[src/twmtx_pkg.sv]
/*
 * Shared constants and types of the two-wire master transmitter handshake.
 * Assumes a single system clock at CLK_HZ and an SCL target rate of SCL_HZ.
 */
package twmtx_pkg;

	// Timing
	localparam int CLK_HZ      = 40_000_000;
	localparam int SCL_HZ      = 100_000;
	localparam int QUARTER_CYC = (CLK_HZ + 4 * SCL_HZ - 1) / (4 * SCL_HZ);

	// Widths
	localparam int BYTE_W  = 8;
	localparam int PRESC_W = 2;
	localparam int BITCNT_W = 4;

	// Bit index of the acknowledge slot within a byte transfer
	localparam logic [BITCNT_W-1:0] ACK_SLOT = 4'h8;

	// Status codes, prescaler bits zero
	localparam logic [BYTE_W-1:0] CODE_START     = 8'h08;
	localparam logic [BYTE_W-1:0] CODE_RSTART    = 8'h10;
	localparam logic [BYTE_W-1:0] CODE_ADDR_ACK  = 8'h18;
	localparam logic [BYTE_W-1:0] CODE_ADDR_NACK = 8'h20;
	localparam logic [BYTE_W-1:0] CODE_DATA_ACK  = 8'h28;
	localparam logic [BYTE_W-1:0] CODE_DATA_NACK = 8'h30;
	localparam logic [BYTE_W-1:0] CODE_NONE      = 8'hf8;
	localparam logic [BYTE_W-1:0] CODE_MASK      = 8'hf8;

	// Reset values
	localparam logic [BYTE_W-1:0] SHIFT_RESET = 8'h00;

	// Fields of one write to the serial_control_register
	typedef struct packed {
		logic enable;
		logic start;
		logic stop;
		logic pendClr;
	} twmtx_ctrl_t;

	typedef enum logic [3:0] {
		S_IDLE,
		S_START,
		S_HOLD,
		S_BITLO,
		S_BITHI,
		S_STOPLO,
		S_STOPHI,
		S_RSTART
	} twmtx_state_t;

	typedef struct packed {
		logic       cnt_unused;
		logic [7:0] cnt;
		logic       tick;
	} twmtx_tick_regs_t;

endpackage

[src/twmtx_tick.sv]
/*
 * Quarter-bit enable divider for the two-wire master.
 * Assumes run is synchronous to clk; tick is a one-cycle pulse every DIV cycles.
 */
`timescale 1ns/10ps
module twmtx_tick #(
	parameter int DIV = 100
) (
	// Clock and reset
	input  wire logic clk,
	input  wire logic arst_n,
	// Control
	input  wire logic run,
	// Enable out
	output logic      tick
);
	import twmtx_pkg::*;

	localparam int CW = (DIV > 1) ? $clog2(DIV) : 1;
	localparam logic [CW-1:0] LAST = CW'(DIV - 1);

	typedef struct packed {
		logic [CW-1:0] cnt;
		logic          tick;
	} twmtx_div_t;

	twmtx_div_t r;
	twmtx_div_t next_r;

	always_comb begin
		next_r = r;
		next_r.tick = 1'b0;
		if (!run) begin
			next_r.cnt = '0;
		end else if (r.cnt == LAST) begin
			next_r.cnt = '0;
			next_r.tick = 1'b1;
		end else begin
			next_r.cnt = r.cnt + CW'(1);
		end
	end

	always_ff @(posedge clk or negedge arst_n) begin
		if (!arst_n) begin
			r <= '0;
		end else begin
			r <= next_r;
		end
	end

	assign tick = r.tick;

endmodule

[src/twmtx_master.sv]
/*
 * Byte-level handshake of a two-wire port acting as master transmitter:
 * control writes, pending flag, status codes, shift data register and the
 * START / byte / acknowledge / STOP sequencing on open-drain SCL and SDA.
 * Assumes external pull-ups; pin inputs are asynchronous and synchronised here.
 */
`timescale 1ns/10ps
module twmtx_master #(
	parameter int QUARTER = twmtx_pkg::QUARTER_CYC
) (
	// Clock and reset
	input  wire logic                      sys_clk,
	input  wire logic                      arst_n,
	// serial_control_register write
	input  wire logic                      ctrlWrite,
	input  wire twmtx_pkg::twmtx_ctrl_t    ctrlData,
	// shift_data_register write and read back
	input  wire logic                      dataWrite,
	input  wire logic [twmtx_pkg::BYTE_W-1:0] dataIn,
	output logic [twmtx_pkg::BYTE_W-1:0]   shiftData,
	// serial_status_register
	input  wire logic [twmtx_pkg::PRESC_W-1:0] prescaler,
	output logic [twmtx_pkg::BYTE_W-1:0]   status,
	output logic                           pending,
	output logic                           writeCollision,
	output logic                           busy,
	// Two-wire pins, open drain
	input  wire logic                      sclIn,
	output logic                           sclOut,
	output logic                           sclOe,
	input  wire logic                      sdaIn,
	output logic                           sdaOut,
	output logic                           sdaOe
);
	import twmtx_pkg::*;

	typedef struct packed {
		twmtx_state_t          state;
		logic                  q;
		logic [BITCNT_W-1:0]   bitCnt;
		logic                  pending;
		logic [BYTE_W-1:0]     status;
		logic [BYTE_W-1:0]     shiftData;
		logic                  collision;
		logic                  addrPhase;
		logic                  repeated;
		logic                  nack;
		logic                  busy;
		logic                  sclOe;
		logic                  sdaOe;
		logic                  sclMeta;
		logic                  sclSync;
		logic                  sdaMeta;
		logic                  sdaSync;
	} twmtx_regs_t;

	twmtx_regs_t r;
	twmtx_regs_t next_r;
	logic        tick;
	logic        clearReq;
	logic        busFree;

	// Status bits above the prescaler field
	function automatic logic [BYTE_W-1:0] post(input logic [BYTE_W-1:0] code,
	                                           input logic [PRESC_W-1:0] p);
		post = (code & CODE_MASK) | {{(BYTE_W-PRESC_W){1'b0}}, p};
	endfunction

	twmtx_tick #(
		.DIV (QUARTER)
	) u_tick (
		.clk    (sys_clk),
		.arst_n (arst_n),
		.run    (r.state != S_IDLE),
		.tick   (tick)
	);

	assign clearReq = ctrlWrite && ctrlData.pendClr && ctrlData.enable;
	assign busFree  = r.sclSync && r.sdaSync;

	always_comb begin
		next_r = r;
		// Pin synchronisers; the meta stages feed only the sync stages
		next_r.sclMeta = sclIn;
		next_r.sclSync = r.sclMeta;
		next_r.sdaMeta = sdaIn;
		next_r.sdaSync = r.sdaMeta;
		next_r.status[PRESC_W-1:0] = prescaler;

		// A data write lands only while pending; otherwise it is refused
		if (dataWrite) begin
			if (r.pending) begin
				next_r.shiftData = dataIn;
				next_r.collision = 1'b0;
			end else begin
				next_r.collision = 1'b1;
			end
		end

		unique case (r.state)
			S_IDLE: begin
				next_r.sclOe = 1'b0;
				next_r.sdaOe = 1'b0;
				if (clearReq && ctrlData.start) begin
					next_r.state = S_START;
					next_r.repeated = 1'b0;
					next_r.sdaOe = 1'b0;
				end
			end
			S_START: begin
				// Wait for a free bus, pull SDA with SCL high, then SCL low
				if (!r.sdaOe) begin
					if (tick && busFree) begin
						next_r.sdaOe = 1'b1;
						next_r.q = 1'b0;
					end
				end else if (tick) begin
					if (!r.q) begin
						next_r.q = 1'b1;
					end else begin
						next_r.sclOe = 1'b1;
						next_r.pending = 1'b1;
						next_r.status = post(r.repeated ? CODE_RSTART : CODE_START,
						                     prescaler);
						next_r.addrPhase = 1'b1;
						next_r.state = S_HOLD;
					end
				end
			end
			S_HOLD: begin
				next_r.sclOe = 1'b1;
				// Nothing moves until software clears the flag
				if (clearReq) begin
					next_r.pending = 1'b0;
					next_r.status = post(CODE_NONE, prescaler);
					next_r.q = 1'b0;
					if (ctrlData.start) begin
						next_r.state = S_RSTART;
						next_r.repeated = 1'b1;
					end else if (ctrlData.stop) begin
						next_r.state = S_STOPLO;
					end else begin
						next_r.state = S_BITLO;
						next_r.bitCnt = '0;
					end
				end
			end
			S_BITLO: begin
				next_r.sclOe = 1'b1;
				if (tick) begin
					if (!r.q) begin
						// Data bit MSB first; the acknowledge slot is released
						next_r.sdaOe = (r.bitCnt == ACK_SLOT) ? 1'b0 : !r.shiftData[BYTE_W-1];
						next_r.q = 1'b1;
					end else begin
						next_r.sclOe = 1'b0;
						next_r.q = 1'b0;
						next_r.state = S_BITHI;
					end
				end
			end
			S_BITHI: begin
				// Ticks count only while SCL is seen high, so a stretching
				// slave extends the high phase
				if (tick && r.sclSync) begin
					if (!r.q) begin
						next_r.q = 1'b1;
						if (r.bitCnt != ACK_SLOT) begin
							next_r.shiftData = {r.shiftData[BYTE_W-2:0], r.sdaSync};
						end else begin
							// Kept aside so the code is posted only with the flag
							next_r.nack = r.sdaSync;
						end
					end else begin
						next_r.sclOe = 1'b1;
						next_r.q = 1'b0;
						if (r.bitCnt == ACK_SLOT) begin
							next_r.pending = 1'b1;
							if (r.addrPhase) begin
								next_r.status = post(r.nack ? CODE_ADDR_NACK : CODE_ADDR_ACK,
								                     prescaler);
							end else begin
								next_r.status = post(r.nack ? CODE_DATA_NACK : CODE_DATA_ACK,
								                     prescaler);
							end
							next_r.addrPhase = 1'b0;
							next_r.state = S_HOLD;
						end else begin
							next_r.bitCnt = r.bitCnt + BITCNT_W'(1);
							next_r.state = S_BITLO;
						end
					end
				end
			end
			S_STOPLO: begin
				next_r.sclOe = 1'b1;
				if (tick) begin
					next_r.sdaOe = 1'b1;
					next_r.state = S_STOPHI;
				end
			end
			S_STOPHI: begin
				// SDA rises while SCL is high; no flag follows a STOP
				if (tick) begin
					if (r.sclOe) begin
						next_r.sclOe = 1'b0;
					end else if (r.sclSync) begin
						next_r.sdaOe = 1'b0;
						next_r.state = S_IDLE;
					end
				end
			end
			S_RSTART: begin
				next_r.sdaOe = 1'b0;
				if (tick) begin
					if (r.sclOe) begin
						next_r.sclOe = 1'b0;
					end else if (r.sclSync) begin
						next_r.state = S_START;
					end
				end
			end
		endcase

		// Disabling the port abandons any transfer and frees the lines
		if (ctrlWrite && !ctrlData.enable) begin
			next_r.state = S_IDLE;
			next_r.pending = 1'b0;
			next_r.status = post(CODE_NONE, prescaler);
			next_r.sclOe = 1'b0;
			next_r.sdaOe = 1'b0;
		end
		// Registered from the next state so busy keeps the state's timing
		next_r.busy = (next_r.state != S_IDLE);
	end

	always_ff @(posedge sys_clk or negedge arst_n) begin
		if (!arst_n) begin
			r <= '{
				state:     S_IDLE,
				q:         1'b0,
				bitCnt:    '0,
				pending:   1'b0,
				status:    CODE_NONE,
				shiftData: SHIFT_RESET,
				collision: 1'b0,
				addrPhase: 1'b0,
				repeated:  1'b0,
				nack:      1'b0,
				busy:      1'b0,
				sclOe:     1'b0,
				sdaOe:     1'b0,
				sclMeta:   1'b1,
				sclSync:   1'b1,
				sdaMeta:   1'b1,
				sdaSync:   1'b1
			};
		end else begin
			r <= next_r;
		end
	end

	assign shiftData      = r.shiftData;
	assign status         = r.status;
	assign pending        = r.pending;
	assign writeCollision = r.collision;
	assign busy           = r.busy;
	assign sclOe          = r.sclOe;
	assign sdaOe          = r.sdaOe;
	// Open drain: the driven level is always low
	assign sclOut         = 1'b0;
	assign sdaOut         = 1'b0;

endmodule

[config.mk]
export PLATFORM = sky130hd
export DESIGN_NAME = twmtx_master
export DESIGN_NICKNAME = d
export VERILOG_FILES = /design/src/twmtx_pkg.sv /design/src/twmtx_tick.sv /design/src/twmtx_master.sv
export SDC_FILE = /design/constraint.sdc
export NUM_CORES = 1
export LEC_CHECK = 0
export BUFFER_PORTS_ARGS = -buffer_cell sky130_fd_sc_hd__buf_2
export CAP_MARGIN = 20
export CELL_PAD_IN_SITES_DETAIL_PLACEMENT = 1
export CELL_PAD_IN_SITES_GLOBAL_PLACEMENT = 2
export CORE_MARGIN = 10
export CORE_UTILIZATION = 37
export DETAILED_ROUTE_END_ITERATION = 6
export HOLD_SLACK_MARGIN = 0.03
export PLACE_DENSITY = 0.81
export SKIP_LAST_GASP = 1
export SLEW_MARGIN = 20
export SYNTH_ARGS = -nofsm -noshare
export SYNTH_HDL_FRONTEND = slang
export SYNTH_SLANG_ARGS = --single-unit
export TNS_END_PERCENT = 1
[constraint.sdc]
create_clock -name sys_clk -period 4.2 [get_ports sys_clk]
set_input_delay 0.42 -clock sys_clk [delete_from_list [all_inputs] [get_ports sys_clk]]
set_output_delay 0.42 -clock sys_clk [all_outputs]
set_load 0.03 [all_outputs]
; Yosys cells after proc, flatten, opt, wreduce, memory -nomap -nowiden
; Index checks and enable logic that the tools add are counted.
[totals]
output_inout_bits = 23
in_bits = 20
register_bits = 45
elab_cells = 172
[op_classes]
n_mux = 78
add_sub_neg = 2
eq_ne = 39
bitwise = 5
reduce_logical = 28
[op_table]
columns = cell, n
row1 = $mux W4, 17
row2 = $mux W9, 6
row3 = $mux W8, 4
row4 = $pmux W4 S8, 1
row5 = $ne A3 B3 Y1 const B, 10
row6 = $mux W1, 28
row7 = $pmux W9 S3, 1
row8 = $mux W26, 1
row9 = $ne A2 B2 Y1 const B, 11
row10 = $reduce_and A7 Y1, 3
row11 = $mux W5, 4
row12 = $mux W18, 1
row13 = $ne A3 B2 Y1 const B, 6
row14 = $eq A4 B3 Y1 const B, 4
row15 = $reduce_bool A4 Y1, 4
row16 = $mux W7, 2
row17 = $mux W13, 1
row18 = $mux W6, 2
row19 = $or A6 B2 Y6, 2
row20 = $eq A4 B2 Y1 const B, 2
row21 = $pmux W4 S2, 1
row22 = $reduce_and A4 Y1, 2
row23 = $reduce_and A8 Y1, 1
row24 = $add A7 B1 Y7 const B, 1
row25 = 22 further kinds, 37

; Longest topological paths before layout
[depth]
depth_word = 9
mapped_depth = 7

; By module
; Synthesis repeated with hierarchy kept, for this count alone.
[unflattened]
hier_cells = 270
area_unflattened_um2 = 2595.0
[by_module_without_submodules]
columns = module, instances, cells_per_inst, area_each_um2, seq_area_each_um2
row1 = twmtx_master, 1, 238, 2248.4, 885.8
row2 = twmtx_tick, 1, 32, 346.6, 200.2

; Least setup slack after synthesis
; Ideal clock, no wire load.
[synth_path]
path_kind = register to register
from = register r[36] (netlist name)
to = register r, in the netlist status[4]
path_buffers = 1
arrival_time_ns = 1.855
stages_incl_launch_ff = 7
setup_ns = 0.085
setup_slack_ns = 2.260
period_less_slack_ns = 1.940
cell_sequence = dfrtp_1 buf_6 nor4b_2 nand2_1 a222oi_1 mux2i_1 nand2_1
[synth_between]
elab_chain_cells = 3
elab_cells_between_ends = 14
[synth_rtl]
columns = item, line
row1 = "start, declared", twmtx_master.sv:57  ; twmtx_regs_t r;
row2 = "start signal, assigned", twmtx_master.sv:239  ; r <= '{
row3 = "start signal, assigned", twmtx_master.sv:259  ; r <= next_r;
row4 = $eq A4 B1 Y1 (tied with other cells), twmtx_master.sv:100  ; unique case (r.state)
row5 = $ne A3 B2 Y1 (no source line) (tied with other cells), n/a
row6 = $reduce_and A8 Y1 (no source line) / $mux W9 (equally long branches), n/a
; Several ways; a longest one is shown, not always the timed one.
; A chain may end at the register's enable or synchronous reset.

; Worst setup path after layout
[layout_path]
from = register r[34] (netlist name)
to = register r, in the netlist status[4]
; Same word-level chain as after synthesis.

==> results.json <==
{
  "path_cells": "xnor2_1, or3_1, a222oi_1, mux2i_1, nand2_1",
  "cts_buffers": 5,
  "p_comb_share_pct": 46.1,
  "setup_violations": 0,
  "synth_warnings": 0,
  "finalWorstSetupSlack_ns": 1.53,
  "syn_area_sq_mm": 0.00256,
  "synthToLayoutAreaGrowth_pct": 7.78,
  "layout_commonest_cell": "buf_2",
  "die_y_um": 103,
  "tns_ns": 0,
  "crit_slowest_cell": "dfrtp_1",
  "finalHoldViolations": 0,
  "cts_root_buf": "clkbuf_8",
  "wl_um": 6270,
  "synth_edf_count": 0,
  "ant_nets": 0,
  "power.switching_uw": 805,
  "yosysSeqAreaShare_pct": 42.5,
  "drt_iter0_markers": 134,
  "pwr-share-clk_pct": 15.7,
  "critPathMaxStageDelay_ns": 0.89,
  "timing.rr.start": "r[34]",
  "path_max_fanout": 26,
  "worstSetupEndpointType": "flip-flop",
  "ioPinCount": 43,
  "whs_ns": 0.220,
  "required_ns": 4.41,
  "post_cts_resized": 0,
  "power_frac_seq_pct": 38.1,
  "rsz0062_at_grt": "no",
  "hp-start": "sclIn",
  "cap_violations": 0,
  "die_x_um": 103,
  "groute.usage.overall_pct": 12.3,
  "post-cts-setup-buffers": 0,
  "cts_tree": "done",
  "clock-sinks": 43,
  "slew_viol_final": 0,
  "grt_start_max_net_pins": 44,
  "pre_cts_slack_ns": 1.56,
  "synth_top_area_share_pct": 34.3,
  "critPathTopFamily": "flip-flops",
  "ys_ff_latch": 43,
  "sw_frac_of_total_pct": 44.0,
  "crit_buf_inv": 0,
  "clkSlewWorstSetupHoldPaths_ns": 0.08,
  "diodes": 0,
  "synthCells": 270,
  "nets": 312,
  "die-area_sq_mm": 0.0106,
  "rows": 30,
  "final_cell_mix": "buf_2, dfrtp_1, nand2_1",
  "fill_cells": 817,
  "tightestPinTransition_ns": 0.949,
  "p_per_area_mw_per_mm2": 664,
  "critPathArrivalTime_ns": 2.88,
  "vdd_drop_max_mv": 0.258,
  "startpoint_type": "flip-flop",
  "routabilityCongestion": 0.813,
  "drc_errors": 0,
  "fin_worst_skew_ns": 0.00632,
  "ys.flop_type": "dfrtp_1",
  "p_int_uw": 1030,
  "clk_latency_ns": 0.29,
  "grt_pass1_wl_um": 10500,
  "syn_area_per_cell_sq_um": 9.47,
  "slew_headroom_pct": 36.7,
  "ys_types": 57,
  "postCtsHoldBufs": 0,
  "synth_largest_area_cell": "dfrtp_1",
  "antenna_found_initial": 0,
  "crit_start": "r[34]",
  "period_share_pct": 63.6,
  "place_hpwl_um": 4620,
  "vias": 2002,
  "outcome": "completed",
  "vias_per_cell": 5.43,
  "leakagePower_uw": 0.00126,
  "synth_top_cells_by_area": "dfrtp_1, dfstp_2, buf_4",
  "core_sq_mm": 0.00676,
  "grt_pass1_vias": 2047,
  "initial_core_util_pct": 37.8,
  "globalRouteOverflowTotal": 0,
  "io_buffers": 39,
  "h-tree-depth": 2,
  "hp-class": "input port to flip-flop",
  "clock_path_buffers": 2,
  "firstDrtPassIters": 4,
  "drive_above_1_share_pct": 23.2,
  "period_needed_ns": 2.67,
  "critical_path_class": "flip-flop to flip-flop",
  "timing.fmax_mhz": 374,
  "async_reset_ff_share_pct": 100,
  "wl_per_cell_um": 17.0
}
==> Yosys cell counts, types with 2 or more instances <==
library cell	n
a22o_1	2
nor3_1	4
o21bai_1	2
dfstp_2	8
a21oi_1	7
nor4_1	3
nand2_1	27
nor2b_1	9
buf_2	4
nand4_1	2
mux2_2	3
nand3b_1	5
xor2_1	3
nand3_1	6
inv_1	7
a211oi_1	3
ha_1	4
a41oi_1	3
nor2_1	20
a31o_2	2
buf_4	18
buf_6	3
and2_1	4
dfrtp_1	35
o21ai_0	25
nand2b_1	5
a31oi_1	2
o221a_2	2
a32o_1	2
mux2i_1	11
clkbuf_1	5
and3_1	5
o21a_1	2
xnor2_1	4
==> power by group through the flow <==
stage	sequential, uW	clock, uW	combinational, uW
floorplan	660	0	764
global placement	698	0	845
detailed placement	705	0	853
CTS	698	296	857
global route	722	316	943
finish	697	288	845
==> metrics by stage <==
step	power, uW	instance area, sq um	util (%)	cells
after floorplan	1420	2560	-	272
after global placement	1540	2660	39.3	361
after detailed placement	1560	2660	39.3	361
after CTS	1850	2760	40.8	369
after global routing	1980	2760	40.8	369
final	1830	2760	40.8	369
==> layout make-up <==
| type | count | area, sq um | share of cell area [%] |
|---|---|---|---|
| clock buffers | 8 | 100 | 3.63 |
| inverters | 7 | 26.3 | 0.954 |
| repair buffers | 40 | 203 | 7.36 |
| multi-input cells | 191 | 1240 | 45.0 |
| well taps | 80 | 100 | 3.63 |
| flip-flops and latches | 43 | 1090 | 39.4 |
==> sequential cells by signal, summed over array words and instances (netlist names) <==
signal          cells
sdaOe               1
u_tick.r            7
busy                1
status              6
sclOe               1
u_tick.tick         1
r                  14
pending             1
writeCollision      1
next_r              2
shiftData           8
==> cells by family after synthesis <==
| logic type | Yosys count | synth area share, % |
|---|---|---|
| adder cells (fa/ha/maj) | 4 | 1.96 |
| XOR/XNOR | 7 | 2.40 |
| flip-flops | 43 | 42.5 |
| multiplexers | 14 | 5.63 |
| other | 1 | 0.147 |
| AO/OA/AOI/OAI | 63 | 16.6 |
| buffers and inverters | 38 | 9.30 |
| AND/OR/NAND/NOR | 100 | 21.4 |
==> final timing paths <==
| kind | slack (ns) | endpoint | cells after the start |
|---|---|---|---|
| worst max-delay path | 1.53 | status[4] | 5 |
| max in group asynchronous | 3.34 | r[33] | 1 |
| worst min-delay path | 0.22 | next_r[2] | 1 |
| worst max register to register | 1.53 | status[4] | 5 |
| worst min register to register | 0.36 | r[2] | 0 |
| min in group asynchronous | 0.28 | status[1] | 1 |
==> layer usage <==
metal	GRT usage, %	share of wire [%]	vias up	wire [um]
met5	0	0	-	0
met4	2.89	1.0	0	63
met3	2.88	3.8	7	239
met2	19.5	48	24	2990
met1	16.5	47	990	2970
li1	-	-	981	-
Note: power is estimated with default switching activity, not from simulation.
